[src/liu_regs_pkg.sv]
// Package: register map, field positions and timing for the line-interface register bank
`default_nettype none
package liu_regs_pkg;
    localparam int NUM_CH = 4;
    localparam int ADDR_W = 4;
    localparam int DATA_W = 8;
    // Register offsets on the parallel port
    localparam logic [3:0] GLOBAL_COMMAND_ONE_ADDR = 4'h0;
    localparam logic [3:0] GLOBAL_COMMAND_TWO_ADDR = 4'h1;
    localparam logic [3:0] CHANNEL0_ALARM_STATUS_ADDR = 4'h2;
    localparam logic [3:0] CHANNEL1_ALARM_STATUS_ADDR = 4'h5;
    localparam logic [3:0] CHANNEL2_ALARM_STATUS_ADDR = 4'h8;
    localparam logic [3:0] CHANNEL3_ALARM_STATUS_ADDR = 4'hb;
    localparam logic [3:0] ALARM_ENABLE_BASE_ADDR = 4'h3;
    localparam logic [3:0] CHANNEL_STRIDE = 4'h3;
    localparam logic [7:0] REG_RESET = 8'h00;
    // global_command_two fields
    localparam int FIFO_DEPTH_BIT = 5;
    localparam int RX_JA_BIT = 4;
    localparam int TX_JA_BIT = 3;
    localparam int RX_SQUELCH_BIT = 2;
    localparam int EXT_LOSS_BIT = 1;
    localparam int BOARD_TEST_BIT = 0;
    localparam logic [7:0] COMMAND_TWO_WRITE_MASK = 8'h3f;
    // global_command_one field
    localparam int GLOBAL_IRQ_BIT = 1;
    // Status fields: live in [7:4], latched changes in [3:0]
    localparam int LIVE_LSB = 4;
    localparam int CHANGED_LSB = 0;
    // Elastic buffer depths in bits
    localparam int FIFO_DEPTH_SHORT = 32;
    localparam int FIFO_DEPTH_LONG = 64;
    // Zero-run lengths before loss of signal is declared
    localparam int LOSS_ZEROS_NORMAL = 32;
    localparam int LOSS_ZEROS_EXTENDED = 4096;
    localparam int LOSS_CNT_W = 13;

    typedef enum logic [1:0] {JA_OFF, JA_TX, JA_RX} ja_place_t;

    // Live alarms of one channel, in status bit order (driver, loss, violation, clock)
    typedef struct packed {
        logic driver_fault_now;
        logic signal_loss_now;
        logic code_violation_now;
        logic tx_clock_missing_now;
    } alarm_live_t;

    // Datapath controls decoded from global_command_two
    typedef struct packed {
        logic [6:0] fifo_depth;
        ja_place_t ja_place;
        logic rx_squelch_on_signal_loss;
        logic extended_loss_window;
        logic board_test_tristate;
    } datapath_ctrl_t;
endpackage : liu_regs_pkg
`default_nettype wire

[src/alarm_channel.sv]
// One channel's alarm status: live bits, clear-on-read change latches, loss detector
`default_nettype none
module alarm_channel #(
    parameter int ZERO_RUN_LONG = liu_regs_pkg::LOSS_ZEROS_EXTENDED
) (
    // Clock and reset
    input wire logic clk,
    input wire logic reset_n,
    // Line sampling: one received bit per strobe, already in clk domain
    input wire logic rx_bit_valid,
    input wire logic rx_bit,
    input wire logic extended_loss_window,
    // Other alarms from the datapath, already synchronised
    input wire logic driver_fault_in,
    input wire logic code_violation_in,
    input wire logic tx_clock_missing_in,
    // Register side
    input wire logic status_read,
    input wire logic [3:0] alarm_enable,
    output logic [7:0] status,
    output logic signal_loss,
    output logic irq_pending
);
    logic [liu_regs_pkg::LOSS_CNT_W-1:0] zero_run_q;
    logic [liu_regs_pkg::LOSS_CNT_W-1:0] loss_limit;
    liu_regs_pkg::alarm_live_t live_q;
    liu_regs_pkg::alarm_live_t live_d;
    logic [3:0] changed_q;
    logic [3:0] toggled;
    logic loss_q;

    ////////////////////////////////////////////////////////////////////////
    // Loss of signal from the run of consecutive zeros
    assign loss_limit = extended_loss_window
        ? liu_regs_pkg::LOSS_CNT_W'(ZERO_RUN_LONG)
        : liu_regs_pkg::LOSS_CNT_W'(liu_regs_pkg::LOSS_ZEROS_NORMAL);

    always_ff @(posedge clk or negedge reset_n)
    begin
        if (!reset_n)
        begin
            zero_run_q <= '0;
            loss_q <= 1'b0;
        end
        else if (rx_bit_valid)
        begin
            if (rx_bit)
            begin
                zero_run_q <= '0;
                loss_q <= 1'b0;
            end
            else
            begin
                // Saturate so a long dead line never wraps back to no-loss
                if (zero_run_q < loss_limit)
                    zero_run_q <= zero_run_q + 1'b1;
                loss_q <= (zero_run_q + 1'b1) >= loss_limit;
            end
        end
    end

    ////////////////////////////////////////////////////////////////////////
    // Live bits and change latches
    assign live_d = '{driver_fault_in, loss_q, code_violation_in, tx_clock_missing_in};
    assign toggled = live_d ^ live_q;

    always_ff @(posedge clk or negedge reset_n)
    begin
        if (!reset_n)
            live_q <= '0;
        else
            live_q <= live_d;
    end

    always_ff @(posedge clk or negedge reset_n)
    begin
        if (!reset_n)
            changed_q <= '0;
        else
            // A change arriving with the read survives: set beats clear
            changed_q <= (status_read ? 4'h0 : changed_q) | toggled;
    end

    assign status = {live_q, changed_q};
    assign signal_loss = live_q.signal_loss_now;
    assign irq_pending = |(changed_q & alarm_enable);
endmodule : alarm_channel
`default_nettype wire

[src/e1_liu_config_status_regs.sv]
// Register bank: global commands, per-channel alarm status and mask, datapath controls
`default_nettype none
// Operation
// - fifo_depth_select one gives 64-bit elastic buffer, zero gives 32.
// - tx_jitter_atten_select alone puts the attenuator in transmit path.
// - rx select alone puts it in receive path; both set bypasses it.
// - Squelch forces receive data low while loss of signal persists.
// - Extended window declares loss only after 4096 consecutive zeros.
// - board_test_tristate floats every output, same as test pin low.
// - Status registers decode at 0010, 0101, 1000, 1011 for channels 0-3.
// - Bit 7 shows live driver fault; reads leave it.
// - Bit 6 shows live signal loss; reads leave it.
// - Bit 5 shows live code violation; reads leave it.
// - Bit 4 shows live transmit clock absence; reads leave it.
// - Any edge of any live alarm raises a channel event.
// - Bits 3 to 0 latch one when their live alarm changes.
// - Reading status returns latched bits then clears them; live bits stay.
// - No interrupt while global_irq_enable is zero.
// - An alarm change interrupts only if its enable bit is one.
module e1_liu_config_status_regs #(
    parameter int ZERO_RUN_LONG = liu_regs_pkg::LOSS_ZEROS_EXTENDED,
    parameter int NUM_CH = liu_regs_pkg::NUM_CH
) (
    // Clock and reset
    input wire logic clk,
    input wire logic reset_n,
    // Parallel register port, synchronous to clk
    input wire logic [liu_regs_pkg::ADDR_W-1:0] reg_addr,
    input wire logic reg_write,
    input wire logic reg_read,
    input wire logic [liu_regs_pkg::DATA_W-1:0] reg_wdata,
    output logic [liu_regs_pkg::DATA_W-1:0] reg_rdata,
    // Hardware test pin, active low, asynchronous
    input wire logic board_test_n,
    // Per-channel line inputs from the receiver
    input wire logic [NUM_CH-1:0] rx_bit_valid,
    input wire logic [NUM_CH-1:0] rx_bit,
    // Per-channel alarm sources, asynchronous
    input wire logic [NUM_CH-1:0] driver_fault_in,
    input wire logic [NUM_CH-1:0] code_violation_in,
    input wire logic [NUM_CH-1:0] tx_clock_missing_in,
    // Receive data to mute
    input wire logic [NUM_CH-1:0] rx_data_in,
    output logic [NUM_CH-1:0] rx_data_out,
    // Datapath controls
    output liu_regs_pkg::datapath_ctrl_t datapath_ctrl,
    output logic outputs_float_n,
    // Interrupt, open drain: enable low while pulling the line low
    output logic irq_out,
    output logic irq_oe_n
);
    logic [7:0] command_one_q;
    logic [7:0] command_two_q;
    logic [3:0] alarm_enable_q [NUM_CH];
    logic [NUM_CH-1:0] status_read;
    logic [7:0] status [NUM_CH];
    logic [NUM_CH-1:0] signal_loss;
    logic [NUM_CH-1:0] pending;
    logic [3*NUM_CH-1:0] alarm_meta_q;
    logic [3*NUM_CH-1:0] alarm_sync_q;
    logic [1:0] test_pin_q;
    logic [7:0] rdata_d;
    logic irq_q;

    ////////////////////////////////////////////////////////////////////////
    // Input synchronisers for alarm and test pins
    always_ff @(posedge clk or negedge reset_n)
    begin
        if (!reset_n)
        begin
            alarm_meta_q <= '0;
            alarm_sync_q <= '0;
            test_pin_q <= 2'b11;
        end
        else
        begin
            alarm_meta_q <= {tx_clock_missing_in, code_violation_in, driver_fault_in};
            alarm_sync_q <= alarm_meta_q;
            test_pin_q <= {test_pin_q[0], board_test_n};
        end
    end

    ////////////////////////////////////////////////////////////////////////
    // Global command registers
    always_ff @(posedge clk or negedge reset_n)
    begin
        if (!reset_n)
            command_one_q <= liu_regs_pkg::REG_RESET;
        else if (reg_write && reg_addr == liu_regs_pkg::GLOBAL_COMMAND_ONE_ADDR)
            command_one_q <= reg_wdata;
    end

    // Stored as written; upper bits have no effect here, the host keeps them zero
    always_ff @(posedge clk or negedge reset_n)
    begin
        if (!reset_n)
            command_two_q <= liu_regs_pkg::REG_RESET;
        else if (reg_write && reg_addr == liu_regs_pkg::GLOBAL_COMMAND_TWO_ADDR)
            command_two_q <= reg_wdata;
    end

    ////////////////////////////////////////////////////////////////////////
    // Datapath control decode
    always_comb
    begin
        datapath_ctrl.fifo_depth = command_two_q[liu_regs_pkg::FIFO_DEPTH_BIT]
            ? 7'(liu_regs_pkg::FIFO_DEPTH_LONG)
            : 7'(liu_regs_pkg::FIFO_DEPTH_SHORT);
        case ({command_two_q[liu_regs_pkg::RX_JA_BIT], command_two_q[liu_regs_pkg::TX_JA_BIT]})
            2'b01: datapath_ctrl.ja_place = liu_regs_pkg::JA_TX;
            2'b10: datapath_ctrl.ja_place = liu_regs_pkg::JA_RX;
            default: datapath_ctrl.ja_place = liu_regs_pkg::JA_OFF;
        endcase
        datapath_ctrl.rx_squelch_on_signal_loss = command_two_q[liu_regs_pkg::RX_SQUELCH_BIT];
        datapath_ctrl.extended_loss_window = command_two_q[liu_regs_pkg::EXT_LOSS_BIT];
        datapath_ctrl.board_test_tristate = command_two_q[liu_regs_pkg::BOARD_TEST_BIT];
    end

    // Software bit and the pin act the same way
    assign outputs_float_n = !(command_two_q[liu_regs_pkg::BOARD_TEST_BIT]
        || !test_pin_q[1]);

    ////////////////////////////////////////////////////////////////////////
    // Per-channel status, enables and muting
    genvar ch;
    generate
        for (ch = 0; ch < NUM_CH; ch++)
        begin : g_ch
            localparam logic [3:0] STATUS_ADDR =
                liu_regs_pkg::CHANNEL0_ALARM_STATUS_ADDR + 4'(ch) * liu_regs_pkg::CHANNEL_STRIDE;
            localparam logic [3:0] ENABLE_ADDR =
                liu_regs_pkg::ALARM_ENABLE_BASE_ADDR + 4'(ch) * liu_regs_pkg::CHANNEL_STRIDE;

            assign status_read[ch] = reg_read && reg_addr == STATUS_ADDR;

            always_ff @(posedge clk or negedge reset_n)
            begin
                if (!reset_n)
                    alarm_enable_q[ch] <= 4'h0;
                else if (reg_write && reg_addr == ENABLE_ADDR)
                    alarm_enable_q[ch] <= reg_wdata[3:0];
            end

            alarm_channel #(
                .ZERO_RUN_LONG(ZERO_RUN_LONG)
            ) u_alarm (
                .clk(clk),
                .reset_n(reset_n),
                .rx_bit_valid(rx_bit_valid[ch]),
                .rx_bit(rx_bit[ch]),
                .extended_loss_window(command_two_q[liu_regs_pkg::EXT_LOSS_BIT]),
                .driver_fault_in(alarm_sync_q[ch]),
                .code_violation_in(alarm_sync_q[NUM_CH + ch]),
                .tx_clock_missing_in(alarm_sync_q[2*NUM_CH + ch]),
                .status_read(status_read[ch]),
                .alarm_enable(alarm_enable_q[ch]),
                .status(status[ch]),
                .signal_loss(signal_loss[ch]),
                .irq_pending(pending[ch])
            );

            // Muting is combinational so the first bit after loss is already low
            assign rx_data_out[ch] = rx_data_in[ch]
                && !(command_two_q[liu_regs_pkg::RX_SQUELCH_BIT] && signal_loss[ch]);
        end
    endgenerate

    ////////////////////////////////////////////////////////////////////////
    // Read mux, registered; read data appears the cycle after the strobe
    always_comb
    begin
        rdata_d = 8'h00;
        if (reg_addr == liu_regs_pkg::GLOBAL_COMMAND_ONE_ADDR)
            rdata_d = command_one_q;
        else if (reg_addr == liu_regs_pkg::GLOBAL_COMMAND_TWO_ADDR)
            rdata_d = command_two_q;
        for (int i = 0; i < NUM_CH; i++)
        begin
            if (reg_addr == liu_regs_pkg::CHANNEL0_ALARM_STATUS_ADDR
                + 4'(i) * liu_regs_pkg::CHANNEL_STRIDE)
                rdata_d = status[i];
            if (reg_addr == liu_regs_pkg::ALARM_ENABLE_BASE_ADDR
                + 4'(i) * liu_regs_pkg::CHANNEL_STRIDE)
                rdata_d = {4'h0, alarm_enable_q[i]};
        end
    end

    always_ff @(posedge clk or negedge reset_n)
    begin
        if (!reset_n)
            reg_rdata <= 8'h00;
        else if (reg_read)
            reg_rdata <= rdata_d;
    end

    ////////////////////////////////////////////////////////////////////////
    // Interrupt: level, held while global enable is set and any enabled change is latched
    always_ff @(posedge clk or negedge reset_n)
    begin
        if (!reset_n)
            irq_q <= 1'b0;
        else
            irq_q <= command_one_q[liu_regs_pkg::GLOBAL_IRQ_BIT] && |pending;
    end

    assign irq_out = 1'b0;
    assign irq_oe_n = !irq_q;
endmodule : e1_liu_config_status_regs
`default_nettype wire

[config.mk]
export PLATFORM = sky130hd
export DESIGN_NAME = e1_liu_config_status_regs
export DESIGN_NICKNAME = d
export VERILOG_FILES = /design/src/liu_regs_pkg.sv /design/src/alarm_channel.sv /design/src/e1_liu_config_status_regs.sv
export SDC_FILE = /design/constraint.sdc
export NUM_CORES = 1
export LEC_CHECK = 0
export BUFFER_PORTS_ARGS = -buffer_cell sky130_fd_sc_hd__buf_2
export CORE_MARGIN = 2
export CORE_UTILIZATION = 45
export DETAILED_ROUTE_END_ITERATION = 16
export HOLD_SLACK_MARGIN = 0.12
export PLACE_DENSITY = 0.69
export SETUP_SLACK_MARGIN = 0.4
export SLEW_MARGIN = 15
export SYNTH_ARGS = -nofsm -noshare
export SYNTH_HDL_FRONTEND = slang
export SYNTH_SLANG_ARGS = --single-unit
[constraint.sdc]
create_clock -name clk -period 7.1 [get_ports clk]
set_input_delay 0.71 -clock clk [delete_from_list [all_inputs] [get_ports clk]]
set_output_delay 0.71 -clock clk [all_outputs]
set_load 0.005 [all_outputs]
==> results by group <==
STA
  • Final worst path period need: 2.70 ns
  • Setup Skew: between 0.005 and 0.006 ns
  • Least-Margin Pin Slew: 0.990 ns
  • Tcrit/Tclk final: 38.0%
  • Fin Setup TNS: 0 ns
  • Hold slack: between 0.3 and 0.4 ns
  • Pins Over Slew Limit: 0
  • Max_slew headroom: about 34%
  • Achievable Freq: 370 MHz
  • Final Hold Viols: 0
  • Endpoints failing setup: 0
  • RSZ-0062 raised after global routing: no

Setup path
  • Crit. End Element: flip-flop
  • Reg2reg path depth: 7
  • Critical path type: flip-flop to flip-flop
  • Worst path arrival time: 3.06 ns
  • RR Endpoint: g_ch[0].u_alarm.zero_run_q[0]
  • Startpoint Class: flip-flop
  • Worst Path Max Fanout: 12
  • Worst R2R Start: command_two_q[1]
  • Reg2Reg Setup Slack: ~4.4 ns
  • Critical path required time: 7.45 ns

Yosys
  • Count leader, synth: dfrtp_1
  • Main synth FF type: dfrtp_1
  • Yosys top cell by area: dfrtp_1
  • Syn Std Cell Area: just over 8000 um^2
  • Synthesized instance count: 808
  • Post-synth ARST share: 100%
  • Avg Cell Area, Syn: between 10 and 15 um^2
  • Synth cell count leaders: dfrtp_1 (153), nand2_1 (78), nor2_1 (49)
  • Yosys cell types: 74
  • Number of synthesized flops with an enable pin: 0
  • Seq cells post-synth: 155
  • Seq/Total Area, Yosys: a little under half
  • Area share of the largest cell type after synthesis: 47.1%
  • Synth area leaders: dfrtp_1 (47%), mux2_2 (5.0%), nand2_1 (3.6%)
  • Ys Warns: 0

Job
  • Max Cap Viol: 0

Power and ir drop
  • Leak: 4.09 nW
  • Pwr dens: roughly 260 nW/um^2
  • VDD IR max: 181 uV
  • Tot Pwr: around 0.0024 W

Finish
  • Finished Layout Cells: roughly 1,100
  • Area Overhead vs Synth: 12.9%
  • Ant diodes: 0
  • Final Util: 51.5%
  • Area of the multi-input gates: approximately 3900 um^2
  • Nets: 910
  • FF/Latch Area: 3880 um^2
  • Fillers: roughly 1,600
  • Share of layout cells above drive strength 1: about 17%

Global routing
  • First-pass GRT wire length: around 31,000 um
  • Remaining global-route overflow: 0
  • Largest net degree at the start of global routing: between 100 and 150
  • Vias in the first global route: just over 6,000
  • Tot GR Track Use: between 20% and 30%
  • Initial antenna violation count: 0

Place
  • Inst Count DP: ~1,100
  • IO buf count: 61
  • Post-DP HPWL: around 13,000 um
  • Gpl congestion: 0.896

Hold path
  • Hold path depth: 0
  • Hold_sp: alarm_meta_q[2]
  • Type of the worst min-delay path: flip-flop to flip-flop
  • Hold Path End: alarm_sync_q[2]

Clocking
  • # Post-CTS Setup Buffers: 0
  • CTS sink count: approximately 160
  • Clock transition at the registers of the reported paths: around 0.060 ns
  • Cts bufs inserted: 17
  • Clock Tree Buf Depth: 2
  • Cts repair resizes: 0
  • Root Driver: clkbuf_16
  • Hold_buf cts: 0
  • TritonCTS clock tree: built
  • H-tree level count: 4
  • Clk Latency, worst-skew pair: between 0.4 and 0.5 ns

Floorplan
  • Area of the core: about 18,000 um^2
  • Starting Density: 45.6%
  • Chip width: roughly 140 um
  • Die H: between 100 and 150 um
  • Rows: 49
  • Die area: around 19,000 um^2
  • I/O pin total: between 60 and 70

Detailed routing
  • Via Count: about 6,300
  • Initial DRT Pass Iterations: 5
  • Residual DRC: 0
  • Iter 0 DRT Violations: 554
  • DR vias/cell: between 5 and 6
  • DRT Wirelength: between 15,000 and 20,000 um
  • Drt wl/cell: between 15 and 20 um
  • Antenna Violating Nets Remaining: 0

Status
  • Status: complete, no violations
[cell families (layout without fill, tap and decap cells)]
kind of cell / count (synthesis) / in the layout / synth area share (%)
simple gates: 292 / 292 / 18.6
compound gates: 186 / 186 / 16.0
flops: 155 / 155 / 47.7
buf+inv: 70 / 123 / 4.03
mux: 60 / 60 / 8.09
xor+xnor: 28 / 28 / 3.01
fa+ha+maj: 16 / 16 / 2.46
other cells: 1 / 6 / 0.0461
[through the flow]
step | area [um^2] | worst slack, ns
final | 9180 | 4.40
after global routing | 9180 | 4.17
after global placement | 8550 | 4.50
after CTS | 9180 | 4.41
after floorplan | 8150 | 4.85
after detailed placement | 8550 | 4.42
[cells in the final DEF (no fill, tap or decap), types with 4 or more instances in the layout]
master,count
xor2_1,8
or4_1,4
and2_1,7
a31oi_1,10
ha_1,16
a221o_1,7
nor3_1,22
buf_2,60
and4_1,4
nor3b_1,8
o211ai_1,9
nor2b_1,20
nor2_1,49
dfrtp_1,153
mux2_2,36
a21o_1,8
o2bb2ai_1,5
inv_1,27
o21a_1,4
nand4_1,6
nand2_1,78
bufinv_16,4
conb_1,6
xnor2_1,20
clkbuf_16,17
a22o_1,13
nand2b_1,8
mux2i_1,23
nand3_1,36
o22ai_1,8
a21boi_0,6
o21ai_0,34
a221oi_1,8
nor4_1,11
a211o_1,7
o2111ai_1,4
a21oi_1,30
and3_1,14
or3_1,8
a22oi_1,10
[worst max-delay path: stages (launching register included)]
cell	delay [ns]
dfrtp_1	0.54
inv_1	0.35
ha_1	0.38
inv_1	0.04
a31oi_1	0.34
nor2_1	0.08
o21ai_1	0.61
mux2_2	0.29
[state kept, by name, summed over array words and instances, names as in the netlist, 12 cells and up]
| name | cells |
|---|---|
| alarm_enable_q | 16 |
| alarm_meta_q | 12 |
| alarm_sync_q | 12 |
| g_ch.u_alarm.changed_q | 16 |
| g_ch.u_alarm.status | 12 |
| g_ch.u_alarm.zero_run_q | 52 |
[layer usage]
layer | track usage [%] | routed length, um
met1 | 29.0 | 8940
met3 | 4.23 | 941
met2 | 31.5 | 8780
met4 | 6.34 | 342
met5 | 0 | 0
[worst max-delay path by stage]
| stage | from | to | depth (start not counted) |
|---|---|---|---|
| floorplan | g_ch[2].u_alarm.zero_run_q[0] | g_ch[2].u_alarm.loss_q | 11 |
| global placement | command_two_q[1] | g_ch[0].u_alarm.zero_run_q[0] | 7 |
| detailed placement | command_two_q[1] | g_ch[0].u_alarm.zero_run_q[0] | 7 |
| CTS | command_two_q[1] | g_ch[0].u_alarm.zero_run_q[0] | 7 |
| global route | g_ch[2].u_alarm.zero_run_q[0] | g_ch[2].u_alarm.loss_q | 10 |
| finish | command_two_q[1] | g_ch[0].u_alarm.zero_run_q[0] | 7 |
[report_power, final]
| group | total, W | internal [W] | switching (W) |
|---|---|---|---|
| Combinational | 0.000360 | 0.000171 | 0.000189 |
| Clock | 0.000966 | 0.000617 | 0.000349 |
| Sequential | 0.00110 | 0.000984 | 0.000115 |
| Total | 0.00242 | 0.00177 | 0.000653 |
[cell type report]
cell class | count | area share [%]
Multi-Input combinational cell | 588 | 42.9
Clock inverter | 10 | 1.77
Tap cell | 229 | 3.12
Clock buffer | 22 | 5.16
Sequential cell | 155 | 42.3
Timing Repair Buffer | 64 | 3.64
Inverter | 27 | 1.10
Note: power is estimated with default switching activity, not from simulation.
